File: src/bridge_legacy_pkg.sv
// Constants and helpers for the legacy decode and system-error forwarding block
package bridge_legacy_pkg;

    // ---------------------------------------------------------------
    // Register port geometry
    // ---------------------------------------------------------------
    localparam int ADDR_W = 8;
    localparam int DATA_W = 32;

    // ---------------------------------------------------------------
    // Register offsets
    // ---------------------------------------------------------------
    localparam logic [7:0] OFS_COMMAND = 8'h04;
    localparam logic [7:0] OFS_IO_BASE = 8'h10;
    localparam logic [7:0] OFS_IO_LIMIT = 8'h14;
    localparam logic [7:0] OFS_MEM_BASE = 8'h18;
    localparam logic [7:0] OFS_MEM_LIMIT = 8'h1C;
    localparam logic [7:0] OFS_PREF_BASE = 8'h20;
    localparam logic [7:0] OFS_PREF_LIMIT = 8'h24;
    localparam logic [7:0] OFS_BRIDGE_CONTROL = 8'h3C;
    localparam logic [7:0] OFS_ERR_STATUS = 8'h40;
    localparam logic [7:0] OFS_ERR_CONTROL = 8'h44;

    // ---------------------------------------------------------------
    // Field positions
    // ---------------------------------------------------------------
    localparam int CMD_IO_SPACE_BIT = 0;
    localparam int CMD_MEM_SPACE_BIT = 1;
    localparam int CMD_BUS_MASTER_BIT = 2;
    localparam int CMD_SYSERR_BIT = 8;
    localparam int BC_SYSERR_FWD_BIT = 1;
    localparam int BC_ISA_BIT = 2;
    localparam int BC_VGA_BIT = 3;
    localparam int ST_SERR_LEVEL_BIT = 0;
    localparam int ST_SERR_FWD_BIT = 1;
    localparam int ST_MSG_PENDING_BIT = 2;
    localparam int EC_FATAL_BIT = 0;

    // ---------------------------------------------------------------
    // Reset values and writable masks
    // ---------------------------------------------------------------
    localparam logic [15:0] COMMAND_RESET = 16'h0000;
    localparam logic [15:0] COMMAND_MASK = 16'h0107;
    localparam logic [15:0] BRIDGE_CONTROL_RESET = 16'h0000;
    localparam logic [15:0] BRIDGE_CONTROL_MASK = 16'h000E;
    localparam logic [31:0] WINDOW_BASE_RESET = 32'hFFFF_FFFF;
    localparam logic [31:0] WINDOW_LIMIT_RESET = 32'h0000_0000;
    localparam logic ERR_FATAL_RESET = 1'b0;

    // ---------------------------------------------------------------
    // Legacy address ranges
    // ---------------------------------------------------------------
    localparam logic [31:0] VGA_MEM_LO = 32'h000A_0000;
    localparam logic [31:0] VGA_MEM_HI = 32'h000B_FFFF;
    localparam logic [9:0] VGA_IO_A_LO = 10'h3B0;
    localparam logic [9:0] VGA_IO_A_HI = 10'h3BB;
    localparam logic [9:0] VGA_IO_B_LO = 10'h3C0;
    localparam logic [9:0] VGA_IO_B_HI = 10'h3DF;
    localparam logic [15:0] IO_LOW_REGION_TOP = 16'h0000;

    // Inclusive 32-bit range check, used for every window except the VGA I/O ranges
    function automatic logic in_range(input logic [31:0] a, input logic [31:0] lo,
                                      input logic [31:0] hi);
        in_range = (a >= lo) && (a <= hi);
    endfunction : in_range

    function automatic logic in_range10(input logic [9:0] a, input logic [9:0] lo,
                                        input logic [9:0] hi);
        in_range10 = (a >= lo) && (a <= hi);
    endfunction : in_range10

endpackage : bridge_legacy_pkg

File: src/legacy_addr_decode.sv
// Address classification for one transaction against legacy and programmed windows
`timescale 1ns/100ps
module legacy_addr_decode (
    input wire logic [31:0] addr,
    input wire logic [31:0] ioBase,
    input wire logic [31:0] ioLimit,
    input wire logic [31:0] memBase,
    input wire logic [31:0] memLimit,
    input wire logic [31:0] prefBase,
    input wire logic [31:0] prefLimit,
    output logic vgaMemRange,
    output logic vgaIoRange,
    output logic ioWindowHit,
    output logic memWindowHit,
    output logic ioLowRegion,
    output logic isaUpper768
);
    import bridge_legacy_pkg::*;

    logic upperZero;
    logic [9:0] lowTen;

    assign upperZero = (addr[31:16] == IO_LOW_REGION_TOP);
    assign lowTen = addr[9:0];
    assign vgaMemRange = in_range(addr, VGA_MEM_LO, VGA_MEM_HI);
    // Bits [15:10] never enter the compare, so every alias below 10000h matches
    assign vgaIoRange = upperZero &&
                        (in_range10(lowTen, VGA_IO_A_LO, VGA_IO_A_HI) ||
                         in_range10(lowTen, VGA_IO_B_LO, VGA_IO_B_HI));
    assign ioWindowHit = in_range(addr, ioBase, ioLimit);
    assign memWindowHit = in_range(addr, memBase, memLimit) ||
                          in_range(addr, prefBase, prefLimit);
    assign ioLowRegion = upperZero;
    // Offsets 100h..3FFh of each 1-KB block are the upper 768 bytes
    assign isaUpper768 = (addr[9:8] != 2'b00);

endmodule : legacy_addr_decode

File: src/bridge_legacy_decode_serr_fwd.sv
// Legacy VGA/ISA forwarding decode and secondary system-error forwarding
`timescale 1ns/100ps
module bridge_legacy_decode_serr_fwd (
    input wire logic core_clk,
    input wire logic rstn,
    // Register port
    input wire logic [bridge_legacy_pkg::ADDR_W-1:0] regAddr,
    input wire logic [bridge_legacy_pkg::DATA_W-1:0] regWdata,
    input wire logic regWr,
    input wire logic regRd,
    output logic [bridge_legacy_pkg::DATA_W-1:0] regRdata,
    // Primary-side (downstream) request
    input wire logic priValid,
    input wire logic priIsIo,
    input wire logic [31:0] priAddr,
    output logic priClaim,
    // Secondary-side (upstream) request
    input wire logic secValid,
    input wire logic secIsIo,
    input wire logic [31:0] secAddr,
    output logic secClaim,
    // Secondary system-error pin
    input wire logic secSerr_n,
    // Error message to the link
    output logic errMsgReq,
    output logic errMsgFatal,
    input wire logic errMsgAck
);
    import bridge_legacy_pkg::*;

    // ---------------------------------------------------------------
    // Configuration registers
    // ---------------------------------------------------------------
    logic [15:0] command;
    logic [15:0] bridgeControl;
    logic [31:0] ioBase;
    logic [31:0] ioLimit;
    logic [31:0] memBase;
    logic [31:0] memLimit;
    logic [31:0] prefBase;
    logic [31:0] prefLimit;
    logic errFatal;
    logic serrForwarded;

    logic ioSpaceEnable;
    logic memorySpaceEnable;
    logic busMasterEnable;
    logic commandSyserrEnable;
    logic secondarySyserrForwardEnable;
    logic isaEnable;
    logic vgaEnable;

    assign ioSpaceEnable = command[CMD_IO_SPACE_BIT];
    assign memorySpaceEnable = command[CMD_MEM_SPACE_BIT];
    assign busMasterEnable = command[CMD_BUS_MASTER_BIT];
    assign commandSyserrEnable = command[CMD_SYSERR_BIT];
    assign secondarySyserrForwardEnable = bridgeControl[BC_SYSERR_FWD_BIT];
    assign isaEnable = bridgeControl[BC_ISA_BIT];
    assign vgaEnable = bridgeControl[BC_VGA_BIT];

    // ---------------------------------------------------------------
    // Register write decode
    // ---------------------------------------------------------------
    logic wrCommand;
    logic wrBridgeControl;
    logic wrIoBase;
    logic wrIoLimit;
    logic wrMemBase;
    logic wrMemLimit;
    logic wrPrefBase;
    logic wrPrefLimit;
    logic wrErrStatus;
    logic wrErrControl;

    assign wrCommand = regWr && (regAddr == OFS_COMMAND);
    assign wrBridgeControl = regWr && (regAddr == OFS_BRIDGE_CONTROL);
    assign wrIoBase = regWr && (regAddr == OFS_IO_BASE);
    assign wrIoLimit = regWr && (regAddr == OFS_IO_LIMIT);
    assign wrMemBase = regWr && (regAddr == OFS_MEM_BASE);
    assign wrMemLimit = regWr && (regAddr == OFS_MEM_LIMIT);
    assign wrPrefBase = regWr && (regAddr == OFS_PREF_BASE);
    assign wrPrefLimit = regWr && (regAddr == OFS_PREF_LIMIT);
    assign wrErrStatus = regWr && (regAddr == OFS_ERR_STATUS);
    assign wrErrControl = regWr && (regAddr == OFS_ERR_CONTROL);

    always_ff @(posedge core_clk) begin
        if (!rstn) begin
            command <= COMMAND_RESET;
            bridgeControl <= BRIDGE_CONTROL_RESET;
            errFatal <= ERR_FATAL_RESET;
        end else begin
            if (wrCommand) begin
                command <= regWdata[15:0] & COMMAND_MASK;
            end
            if (wrBridgeControl) begin
                bridgeControl <= regWdata[15:0] & BRIDGE_CONTROL_MASK;
            end
            if (wrErrControl) begin
                errFatal <= regWdata[EC_FATAL_BIT];
            end
        end
    end

    // Base above limit disables a window, so reset leaves all windows closed
    always_ff @(posedge core_clk) begin
        if (!rstn) begin
            ioBase <= WINDOW_BASE_RESET;
            ioLimit <= WINDOW_LIMIT_RESET;
            memBase <= WINDOW_BASE_RESET;
            memLimit <= WINDOW_LIMIT_RESET;
            prefBase <= WINDOW_BASE_RESET;
            prefLimit <= WINDOW_LIMIT_RESET;
        end else begin
            if (wrIoBase) begin
                ioBase <= regWdata;
            end
            if (wrIoLimit) begin
                ioLimit <= regWdata;
            end
            if (wrMemBase) begin
                memBase <= regWdata;
            end
            if (wrMemLimit) begin
                memLimit <= regWdata;
            end
            if (wrPrefBase) begin
                prefBase <= regWdata;
            end
            if (wrPrefLimit) begin
                prefLimit <= regWdata;
            end
        end
    end

    // ---------------------------------------------------------------
    // Primary-to-secondary decode
    // ---------------------------------------------------------------
    logic priVgaMem;
    logic priVgaIo;
    logic priIoWin;
    logic priMemWin;
    logic priIoLow;
    logic priUpper768;

    legacy_addr_decode u_pri_decode (
        .addr(priAddr),
        .ioBase(ioBase),
        .ioLimit(ioLimit),
        .memBase(memBase),
        .memLimit(memLimit),
        .prefBase(prefBase),
        .prefLimit(prefLimit),
        .vgaMemRange(priVgaMem),
        .vgaIoRange(priVgaIo),
        .ioWindowHit(priIoWin),
        .memWindowHit(priMemWin),
        .ioLowRegion(priIoLow),
        .isaUpper768(priUpper768)
    );

    logic priVgaIoHit;
    logic priVgaMemHit;
    logic priIsaBlock;
    logic priIoClaim;
    logic priMemClaim;

    // Video path bypasses the ISA bit and all windows
    assign priVgaIoHit = vgaEnable && ioSpaceEnable && priVgaIo;
    assign priVgaMemHit = vgaEnable && memorySpaceEnable && priVgaMem;
    assign priIsaBlock = isaEnable && priIoWin && priIoLow && priUpper768;
    // ISA clear: whole window passes; with video clear only windows decide
    assign priIoClaim = priVgaIoHit ||
                        (ioSpaceEnable && priIoWin && !priIsaBlock);
    assign priMemClaim = priVgaMemHit || (memorySpaceEnable && priMemWin);
    assign priClaim = priValid && (priIsIo ? priIoClaim : priMemClaim);

    // ---------------------------------------------------------------
    // Secondary-to-primary decode
    // ---------------------------------------------------------------
    logic secVgaMem;
    logic secVgaIo;
    logic secIoWin;
    logic secMemWin;
    logic secIoLow;
    logic secUpper768;

    legacy_addr_decode u_sec_decode (
        .addr(secAddr),
        .ioBase(ioBase),
        .ioLimit(ioLimit),
        .memBase(memBase),
        .memLimit(memLimit),
        .prefBase(prefBase),
        .prefLimit(prefLimit),
        .vgaMemRange(secVgaMem),
        .vgaIoRange(secVgaIo),
        .ioWindowHit(secIoWin),
        .memWindowHit(secMemWin),
        .ioLowRegion(secIoLow),
        .isaUpper768(secUpper768)
    );

    logic secIsaPass;
    logic secVgaBlock;
    logic secIoClaim;
    logic secMemClaim;

    // Inside the I/O window only ISA alias space may climb; outside it all but VGA-blocked addresses may
    assign secIsaPass = isaEnable && secIoWin && secIoLow && secUpper768;
    assign secVgaBlock = vgaEnable && (secIsIo ? secVgaIo : secVgaMem);
    assign secIoClaim = !secIoWin || secIsaPass;
    assign secMemClaim = !secMemWin;
    assign secClaim = secValid && busMasterEnable && !secVgaBlock &&
                      (secIsIo ? secIoClaim : secMemClaim);

    // ---------------------------------------------------------------
    // Secondary system-error forwarding
    // ---------------------------------------------------------------
    logic serrMeta_n;
    logic serrSync_n;
    logic serrPrev;
    logic serrLevel;
    logic serrEvent;
    logic serrClear;

    always_ff @(posedge core_clk) begin
        if (!rstn) begin
            serrMeta_n <= 1'b1;
            serrSync_n <= 1'b1;
            serrPrev <= 1'b0;
        end else begin
            serrMeta_n <= secSerr_n;
            serrSync_n <= serrMeta_n;
            serrPrev <= serrLevel;
        end
    end

    assign serrLevel = !serrSync_n;
    // At most one message per assertion, none while a request is pending; a held pin must not flood the link
    assign serrEvent = serrLevel && !serrPrev && secondarySyserrForwardEnable &&
                       commandSyserrEnable;
    assign serrClear = wrErrStatus && regWdata[ST_SERR_FWD_BIT];

    always_ff @(posedge core_clk) begin
        if (!rstn) begin
            serrForwarded <= 1'b0;
            errMsgReq <= 1'b0;
            errMsgFatal <= 1'b0;
        end else begin
            // Set beats a simultaneous write-one-to-clear
            serrForwarded <= serrEvent || (serrForwarded && !serrClear);
            if (serrEvent && !errMsgReq) begin
                errMsgReq <= 1'b1;
                errMsgFatal <= errFatal;
            end else if (errMsgAck) begin
                errMsgReq <= 1'b0;
            end
        end
    end

    // ---------------------------------------------------------------
    // Register read
    // ---------------------------------------------------------------
    logic [DATA_W-1:0] readMux;
    logic [DATA_W-1:0] errStatusWord;

    assign errStatusWord = {29'h0000_0000, errMsgReq, serrForwarded, serrLevel};
    assign readMux = (regAddr == OFS_COMMAND) ? {16'h0000, command} :
                     (regAddr == OFS_BRIDGE_CONTROL) ? {16'h0000, bridgeControl} :
                     (regAddr == OFS_IO_BASE) ? ioBase :
                     (regAddr == OFS_IO_LIMIT) ? ioLimit :
                     (regAddr == OFS_MEM_BASE) ? memBase :
                     (regAddr == OFS_MEM_LIMIT) ? memLimit :
                     (regAddr == OFS_PREF_BASE) ? prefBase :
                     (regAddr == OFS_PREF_LIMIT) ? prefLimit :
                     (regAddr == OFS_ERR_STATUS) ? errStatusWord :
                     (regAddr == OFS_ERR_CONTROL) ? {31'h0000_0000, errFatal} :
                     32'h0000_0000;

    // Data only in the cycle after the read strobe, zero otherwise
    always_ff @(posedge core_clk) begin
        if (!rstn) begin
            regRdata <= 32'h0000_0000;
        end else begin
            regRdata <= regRd ? readMux : 32'h0000_0000;
        end
    end

endmodule : bridge_legacy_decode_serr_fwd

File: config.mk
export PLATFORM = sky130hd
export DESIGN_NAME = bridge_legacy_decode_serr_fwd
export DESIGN_NICKNAME = d
export VERILOG_FILES = /design/src/bridge_legacy_pkg.sv /design/src/legacy_addr_decode.sv /design/src/bridge_legacy_decode_serr_fwd.sv
export SDC_FILE = /design/constraint.sdc
export NUM_CORES = 1
export LEC_CHECK = 0
export BUFFER_PORTS_ARGS = -buffer_cell sky130_fd_sc_hd__buf_2
export CORE_MARGIN = 1.5
export CORE_UTILIZATION = 65
export DETAILED_ROUTE_END_ITERATION = 8
export PLACE_DENSITY = 0.9
export SLEW_MARGIN = 10
export SYNTH_ARGS = -nofsm -noshare
export SYNTH_HDL_FRONTEND = slang
export SYNTH_SLANG_ARGS = --single-unit
File: constraint.sdc
create_clock -name core_clk -period 6.5 [get_ports core_clk]
set_input_delay 1.95 -clock core_clk [delete_from_list [all_inputs] [get_ports core_clk]]
set_output_delay 1.95 -clock core_clk [all_outputs]
set_load 0.02 [all_outputs]
Yosys cells after proc, flatten, opt, wreduce, memory -nomap -nowiden:

Index checks and enable logic that the tools add are counted.
Widths: inputs -> output; s select.

* flip-flop bits (word level): 238
* bits in latches: 0
* RAM bits: 0
* bits in read-only memories: 0
* input bits: 114
* output and inout port bits: 36
* logic and storage cells: 144
* memories kept: 0

* $add $sub $neg: 0
* multipliers: 0
* divide/modulo/power cells: 0
* order comparisons: 24
* equal/unequal tests: 10
* shift operators: 0
* muxes and demuxes: 15
* bitwise gates (word level): 3
* reductions and logical operators: 73

Operators with widths (count)
* $ge 32x32->1: 6
* $le 32x32->1: 6
* $mux 32: 6
* $ge 32x20->1 const B: 2
* $le 32x20->1 const B: 2
* $logic_and 1x1->1: 48
* $ge 10x10->1 const B: 4
* $le 10x10->1 const B: 4
* $eq 8x5->1 const B: 4
* $logic_not 16->1: 2
* $eq 8x6->1 const B: 3
* $mux 9: 2
* $eq 8x7->1 const B: 2
* $eq 8x3->1 const B: 1
* $logic_not 1->1: 8
* $logic_or 1x1->1: 8
* $mux 1: 6
* $reduce_bool 2->1: 3
* $reduce_or 4->1: 1
* $mux 3: 1
* $not 1->1: 3
* $reduce_or 3->1: 1
* $reduce_and 2->1: 1
* $reduce_or 2->1: 1

Depth between registers and ports, before layout:

Gate-level depths: netlist (run 1).

* word-level depth: 11
* gate-level depth with buffers: 10
* depth with buffers taken out: 10

Hierarchy:

Synthesis (run 1) repeated with hierarchy kept, for this count alone.

* cell total of the unflattened synthesis: 2576
* area total of the unflattened synthesis: 19572.5 um^2

Modules (own cells, without submodules)
* bridge_legacy_decode_serr_fwd: instances 1, cells each 1226, area each 9965.8 um^2, seq. area each 4764.6 um^2
* legacy_addr_decode: instances 2, cells each 675, area each 4803.4 um^2, seq. area each 0.0 um^2

Worst setup path before layout (run 1):

Ideal clock, no wire load.

* kind: input to output
* start: input priAddr[0]
* end: output priClaim
* arrival time: 3.709 ns
* data required time: 4.550 ns
* path slack: 0.841 ns
* stages: 10
* path buffers: 0
* cell sequence: inv_1 -> ha_1 -> nor2b_1 -> o21ai_1 -> a21o_1 -> a221oi_1 -> o211ai_1 -> a2111oi_0 -> a22o_1 -> o211ai_1

* word-level cells in the longest chain between the ends: 10

Ends and longest elaborated chain
* start, declared: RTL line bridge_legacy_decode_serr_fwd.sv:15 `input wire logic [31:0] priAddr,`
* $ge 32x32->1 / $le 32x32->1 (equally long branches): RTL line bridge_legacy_pkg.sv:64 `in_range = (a >= lo) && (a <= hi);`
* $logic_and 1x1->1: RTL line bridge_legacy_pkg.sv:64
* $logic_and 1x1->1 (3 in a row): RTL line bridge_legacy_decode_serr_fwd.sv:170 `assign priIsaBlock = isaEnable && priIoWin && priIoLow && priUpper768;`
* $logic_not 1->1: RTL line bridge_legacy_decode_serr_fwd.sv:173 `(ioSpaceEnable && priIoWin && !priIsaBlock);`
* $logic_and 1x1->1: RTL line bridge_legacy_decode_serr_fwd.sv:173
* $logic_or 1x1->1: RTL line bridge_legacy_decode_serr_fwd.sv:172 `assign priIoClaim = priVgaIoHit ||`
* $mux 1 *: RTL line bridge_legacy_decode_serr_fwd.sv:175 `assign priClaim = priValid && (priIsIo ? priIoClaim : priMemClaim);`
* $logic_and 1x1->1 *: RTL line bridge_legacy_decode_serr_fwd.sv:175
* end, declared: RTL line bridge_legacy_decode_serr_fwd.sv:16 `output logic priClaim,`

Mark *: on every way between the ends. The rest lies on a longest branch, timed or not.

Final worst setup path (run 1):

* start: input secAddr[7]
* end: output secClaim

* word-level cells in the longest chain between the ends: 9

Ends and longest elaborated chain
* start, declared: RTL line bridge_legacy_decode_serr_fwd.sv:20 `input wire logic [31:0] secAddr,`
* parallel branches: the longest is 8 deep, another holds $ge 32x32->1
* $logic_and 1x1->1 *: RTL line bridge_legacy_decode_serr_fwd.sv:213 `assign secClaim = secValid && busMasterEnable && !secVgaBlock &&`
* end, declared: RTL line bridge_legacy_decode_serr_fwd.sv:21 `output logic secClaim,`

Mark *: on every way between the ends.

==> impl_metrics.py, run 1 <==
metrics = {
    "route": {
        "vias": 18289,
        "dr.pass1.iters": 8,
        "dr.max_layer_used": "met4",
        "wl_per_cell_um": 24.56,
        "ant_nets": 0,
        "drt-total-wl_mm": 66.77,
        "wl_met3_mm": 7.172,
        "drc": 0,
        "drtIter0Drc": 2372,
        "viasPerCell": 6.726,
        "routedLengthMet1_mm": 25.29,
        "wl_met2_mm": 29.86,
    },
    "sta": {
        "maxSlewViolCount": 0,
        "min_period_ns": 6.433,
        "hold_viol": 0,
        "setup_viol": 0,
        "period_share": 0.9898,
        "clock_skew_ns": 0.005742,
        "hold_slack_ns": 0.4142,
        "tns_ns": 0,
        "fin_ws_ns": 0.06652,
        "rsz0062_at_grt": "no",
        "slew-limit-headroom": 0.3070,
        "worst_slew_pin_slew_ns": 1.037,
        "max_clock_freq_ghz": 0.1554,
    },
    "min_path": {
        "worstHoldPathType": "register to register",
        "holdPathStages": 1,
    },
    "layout": {
        "fin_cells": 2719,
        "diodes": 0,
        "multi_input_area_um2": 12310,
        "regArea_um2": 4765,
        "nFillCells": 2130,
        "drive_gt1_frac": 0.1055,
        "nNetsFinal": 2822,
        "syn_to_final_growth_pct": 10.83,
    },
    "global_route": {
        "antenna_found_initial": 0,
        "grt_usage": 0.4570,
        "grt-ovfl-total": 0,
        "grt_start_max_net_pins": 96,
        "grt_pass1_vias": 17906,
        "grt_pass1_wl_mm": 100.8,
    },
    "clocking": {
        "h-tree-depth": 1,
        "cts_tree": "built",
        "clk_path_buf_depth": 3,
        "cts_num_sinks": 238,
        "postCtsSetupBuffers": 0,
        "root_buffer": "clkbuf_16",
        "clkTransAtPathRegs_ns": 0.06,
        "cts_buffers": 26,
        "clock_latency_ns": 0.55,
        "holdBufCountCts": 0,
    },
    "floorplan": {
        "io_pins": 150,
        "die_x_um": 170.3,
        "initial_core_util": 0.6581,
        "die_h_um": 170.3,
        "core.rowCount": 61,
        "coreArea_um2": 27630,
        "die_area_um2": 28990,
    },
    "synth": {
        "synthCells": 2206,
        "synth.most_common_cell": "ha_1",
        "ys_ff_latch": 238,
        "synth-edff-count": 0,
        "netlist_area_um2": 18180,
        "postSynthAreaPerCell_um2": 8.243,
        "synth_top_area_cell": "ha_1",
        "synth_top_cells_by_area": "ha_1, dfxtp_1, nand2_1",
        "synth_ff_type": "dfxtp_1",
        "synth_common_cells": "ha_1, nand2_1, dfxtp_1",
        "yosysWarningCount": 0,
        "synthArstFlopShare": 0,
        "synth_top_cell_area_share": 0.2642,
        "syn_nets": 2704,
        "synth_cell_type_count": 65,
        "synth-seq-area-share": 0.2620,
    },
    "placed_design": {
        "place_congestion": 1.047,
        "placedCellCount": 2674,
        "hpwl_mm": 49.90,
        "dpl_worst_slack_ns": 0.06310,
        "place.port_buffers": 149,
    },
    "power": {
        "pwr-share-comb": 0.124,
        "clkPwrFrac": 0.443,
        "irDropWorstVdd_uv": 199.1,
        "p_seq_frac": 0.433,
        "p_switching_mw": 0.8927,
        "switching_share": 0.2641,
        "p_int_mw": 2.488,
        "p_leak_nw": 8.920,
        "powerDensity_nw_per_um2": 167.8,
    },
    "critical_path": {
        "crit_arrival_ns": 4.48,
        "rr_worst_depth": 2,
        "end_kind": "output pin",
        "worst_ep_required_time_ns": 4.55,
        "path_max_fanout": 7,
        "critPathKind": "primary input to output pin",
        "cp-start-kind": "primary input",
    },
    "run_status": {
        "status": "finished clean",
    },
    "flow_run": {
        "maxCapViolCount": 0,
    },
}
## logic make-up after synthesis
kind of cell,Yosys count,share of synthesized area
AOI/OAI and AO/OA,665,0.2536
adders and majority gates,384,0.2642
buffers and inverters,293,0.06372
DFF,238,0.2620
muxes,2,0.001170
and+or+nand+nor,624,0.1553
## cell usage in the layout, fill, tap and decap left out, types with 18 or more instances in the layout
master,n
nand4_1,57
a31oi_1,38
dfxtp_1,238
buf_2,148
nand2_1,363
a22oi_1,86
nand3_1,50
o21ai_0,65
a21o_1,43
a21oi_1,110
nor2_1,57
a211oi_1,18
clkbuf_16,27
inv_1,201
ha_1,384
o211ai_1,109
a21boi_1,98
buf_4,34
## stage by stage
step | instance area [um^2] | total power, mW | utilization
2_1_floorplan | 18180 | 1.711 | -
3_3_place_gp | 19290 | 1.888 | 0.6981
3_5_place_dp | 19290 | 1.899 | 0.6981
4_1_cts | 20140 | 3.366 | 0.7290
5_1_grt | 20150 | 3.481 | 0.7294
6_report | 20150 | 3.381 | 0.7294
## worst paths after layout
path,start,to,slack (ns)
setup / recovery,secAddr[7],secClaim,0.07
hold / removal,serrMeta_n$_SDFF_PN1_,serrSync_n$_SDFF_PN1_,0.41
setup reg to reg,memLimit[8]$_SDFFE_PN0P_,regRdata[8]$_SDFF_PN0_,5.15
hold reg to reg,serrMeta_n$_SDFF_PN1_,serrSync_n$_SDFF_PN1_,0.41
## flip-flops by register name (all words and copies together), names as in the netlist, 3 cells and up
| signal | flops |
|---|---|
| prefLimit | 32 |
| regRdata | 32 |
| bridgeControl | 3 |
| ioBase | 32 |
| memBase | 32 |
| memLimit | 32 |
| command | 4 |
| prefBase | 32 |
| ioLimit | 32 |
## cell type report
class                   count  share of cell area
multi-input cells        1675              0.6109
clock buffers              34             0.03632
repair buffers            182             0.04942
flip-flops and latches    238              0.2364
clock inverters            11            0.006022
inverters                 201             0.03744
well taps                 378             0.02347
## power by group through the flow
stage | sequential (mW) | combinational (mW) | clock (mW)
floorplan | 1.50 | 0.215 | 0
global placement | 1.50 | 0.392 | 0
detailed placement | 1.50 | 0.402 | 0
CTS | 1.46 | 0.406 | 1.50
global route | 1.46 | 0.457 | 1.56
finish | 1.46 | 0.419 | 1.50
## metal layers
metal  track usage  up-vias
li1              -     8318
met1        0.5619     8488
met2        0.7434     1188
met3       0.08837      295
met4        0.2689        0
met5             0        -
## worst max-delay path, cell delays in order
cell and delay, ns:
buf_2 0.17, ha_1 0.34, a21oi_1 0.14, o21ai_0 0.15
a2111oi_0 0.49, o21ai_0 0.28, a21oi_2 0.29, o311ai_4 0.10
a31oi_1 0.15, and3_1 0.24, buf_2 0.19
## timing repair
action,4_1_cts,5_1_grt
gates resized for setup,0,3
hold endpoints to repair,0,0
setup endpoints to repair,0,2
Note: power is estimated with default switching activity, not from simulation.
==> run 2: changes to the inputs <==
ABC_AREA = 1   (was default)
CORE_MARGIN = 5   (was 1.5)
==> run 2 against run 1 <==
Sequential power is essentially flat. Critical path depth increased by 2. Die area increased by 8.5%. Worst setup slack gained 0.21 ns. Global-route usage is 5.9 points lower. Synthesized area barely moved. Register-to-register slack improved by 0.06 ns. Non-clock buffer count decreased by 18. Sequential share of layout area hardly changed. Synthesized cell count up 12%. Critical path type unchanged. Largest cell class unchanged.
==> impl_metrics.py, run 2 <==
metrics = {
    "global_route": {
        "grt_use_met1": 0.5179,
        "grt_pass1_vias": 18384,
        "grt_start_max_net_pins": 95,
        "grt_usage": 0.3978,
        "use_met2": 0.6363,
        "met3_usage": 0.07052,
        "grt_pass1_wl_mm": 99.31,
        "grt-ovfl-total": 0,
        "antenna_found_initial": 0,
        "grt_busiest_layer": "met2",
    },
    "clocking": {
        "h-tree-depth": 1,
        "holdBufCountCts": 0,
        "cts_tree": "built",
        "cts_resized": 0,
        "clkTransAtPathRegs_ns": 0.06,
        "root_buffer": "clkbuf_16",
        "clock_latency_ns": 0.57,
        "cts_buffers": 27,
        "cts_num_sinks": 238,
        "clk_path_buf_depth": 3,
        "postCtsSetupBuffers": 0,
    },
    "sta": {
        "tns_ns": 0,
        "clock_skew_ns": 0.02963,
        "max_clock_freq_ghz": 0.1607,
        "maxSlewViolCount": 0,
        "slew-limit-headroom": 0.3356,
        "period_share": 0.9571,
        "hold_viol": 0,
        "setup_viol": 0,
        "min_period_ns": 6.221,
        "worst_slew_pin_slew_ns": 0.9931,
        "rsz0062_at_grt": "no",
    },
    "critical_path": {
        "crit_arrival_ns": 4.27,
        "path_max_fanout": 7,
        "rr_worst_depth": 6,
        "cp-start-kind": "primary input",
        "end_kind": "output pin",
        "critPathKind": "primary input to output pin",
        "worst_ep_required_time_ns": 4.55,
    },
    "layout": {
        "nNetsFinal": 3081,
        "nFillCells": 2246,
        "syn_to_final_growth_pct": 11.00,
        "most-common-layout-cells": "nand2_1, ha_1, a21oi_1",
        "final_common_cell": "nand2_1",
        "diodes": 0,
        "drive_gt1_frac": 0.08990,
    },
    "synth": {
        "netlist_area_um2": 18190,
        "synth_cell_type_count": 39,
        "synth.most_common_cell": "nand2_1",
        "synth_ff_type": "dfxtp_1",
        "synth_common_cells": "nand2_1, ha_1, a21oi_1",
        "synth_top_cells_by_area": "ha_1, dfxtp_1, nand2_1",
        "yosysWarningCount": 0,
        "synthCells": 2469,
        "synth-edff-count": 0,
        "synthArstFlopShare": 0,
        "syn_nets": 2967,
        "postSynthAreaPerCell_um2": 7.369,
        "synth-seq-area-share": 0.2619,
        "synth_top_area_cell": "ha_1",
        "synth_top_cell_area_share": 0.2641,
        "ys_ff_latch": 238,
    },
    "floorplan": {
        "die_h_um": 177.3,
        "coreArea_um2": 27710,
        "die_area_um2": 31440,
        "core.rowCount": 61,
        "die_x_um": 177.3,
        "initial_core_util": 0.6567,
        "io_pins": 150,
    },
    "route": {
        "vias": 18980,
        "dr.pass1.iters": 8,
        "drc": 0,
        "drtIter0Drc": 2081,
        "wl_per_cell_um": 21.60,
        "viasPerCell": 6.367,
        "ant_nets": 0,
        "drt-total-wl_mm": 64.39,
    },
    "power": {
        "powerDensity_nw_per_um2": 179.7,
        "p_leak_nw": 9.808,
        "irDropWorstVdd_uv": 215.9,
        "p_total_mw": 3.629,
    },
    "run_status": {
        "status": "finished clean",
    },
    "min_path": {
        "worstHoldPathType": "register to register",
        "holdPathStages": 1,
    },
    "flow_run": {
        "maxCapViolCount": 0,
    },
    "placed_design": {
        "place.port_buffers": 149,
        "place_congestion": 1.074,
        "hpwl_mm": 48.40,
    },
}
==> run 2: changes by cell type in the layout (fill, tap and decap cells not counted), moves of 18 or more <==
cell,previous run,this run
a21boi_1,98,0
a21o_1,43,4
a21oi_1,110,356
a22oi_1,86,0
a31oi_1,38,3
a41oi_1,1,27
buf_4,34,16
inv_1,201,294
nand2_1,363,492
nor2_1,57,120
o211ai_1,109,74
o21ai_0,65,182
o22ai_1,4,29
==> run 2: routing by layer <==
layer | wire, um | vias up | share of wire
li1 | - | 8788 | -
met1 | 26060 | 8779 | 0.40
met2 | 28470 | 1136 | 0.44
met3 | 6243 | 277 | 0.097
met4 | 3615 | 0 | 0.056
met5 | 0 | - | 0
==> run 2: area by class of cell <==
| class | instances | area [um^2] | area share |
|---|---|---|---|
| multi-input combinational | 1852 | 11970 | 0.5928 |
| sequential | 238 | 4765 | 0.2359 |
| inverter | 300 | 1126 | 0.05576 |
| timing repair buffer | 164 | 860.8 | 0.04263 |
| clock buffer | 34 | 742.0 | 0.03674 |
| tap | 378 | 473.0 | 0.02342 |
| clock inverter | 15 | 256.5 | 0.01270 |
==> run 2: logic make-up after synthesis <==
family          synth area share
simple gates              0.1713
compound gates            0.2218
fa+ha+maj                 0.2641
buf+inv                  0.08094
flops                     0.2619
==> run 2: stage by stage <==
step	cells	instance area [um^2]	setup WS (ns)	hold slack (ns)	utilization
3_5_place_dp	2932	19200	0.4395	0.4012	0.6929
4_1_cts	2981	20190	0.4277	0.4253	0.7289
2_1_floorplan	2469	18190	1.173	0.3925	-
6_report	2981	20190	0.2787	0.4224	0.7289
5_1_grt	2981	20190	0.1988	0.4409	0.7289
3_3_place_gp	2932	19200	0.4553	0.3952	0.6929
==> run 2: worst paths after layout <==
path                             from                      to  slack [ns]
max                       secAddr[27]                secClaim        0.28
min             serrMeta_n$_SDFF_PN1_   serrSync_n$_SDFF_PN1_        0.42
max reg2reg  memLimit[2]$_SDFFE_PN0P_  regRdata[2]$_SDFF_PN0_        5.21
min reg2reg     serrMeta_n$_SDFF_PN1_   serrSync_n$_SDFF_PN1_        0.42
==> run 2: critical path, stage by stage <==
cell and delay, ns:
buf_2 0.17, ha_1 0.32, nand2_1 0.09, nor2_1 0.23, nand2_1 0.13, nor4_1 0.48, nand2_1 0.11, nand2_1 0.07
nand2_1 0.05, nand2_1 0.05, nand2_1 0.05, a21oi_1 0.32, buf_2 0.24
==> run 2: report_power, final <==
group | total, mW | switching (mW) | internal, mW
sequential | 1.46 | 0.00189 | 1.46
combinational | 0.447 | 0.296 | 0.151
clock | 1.72 | 0.665 | 1.05
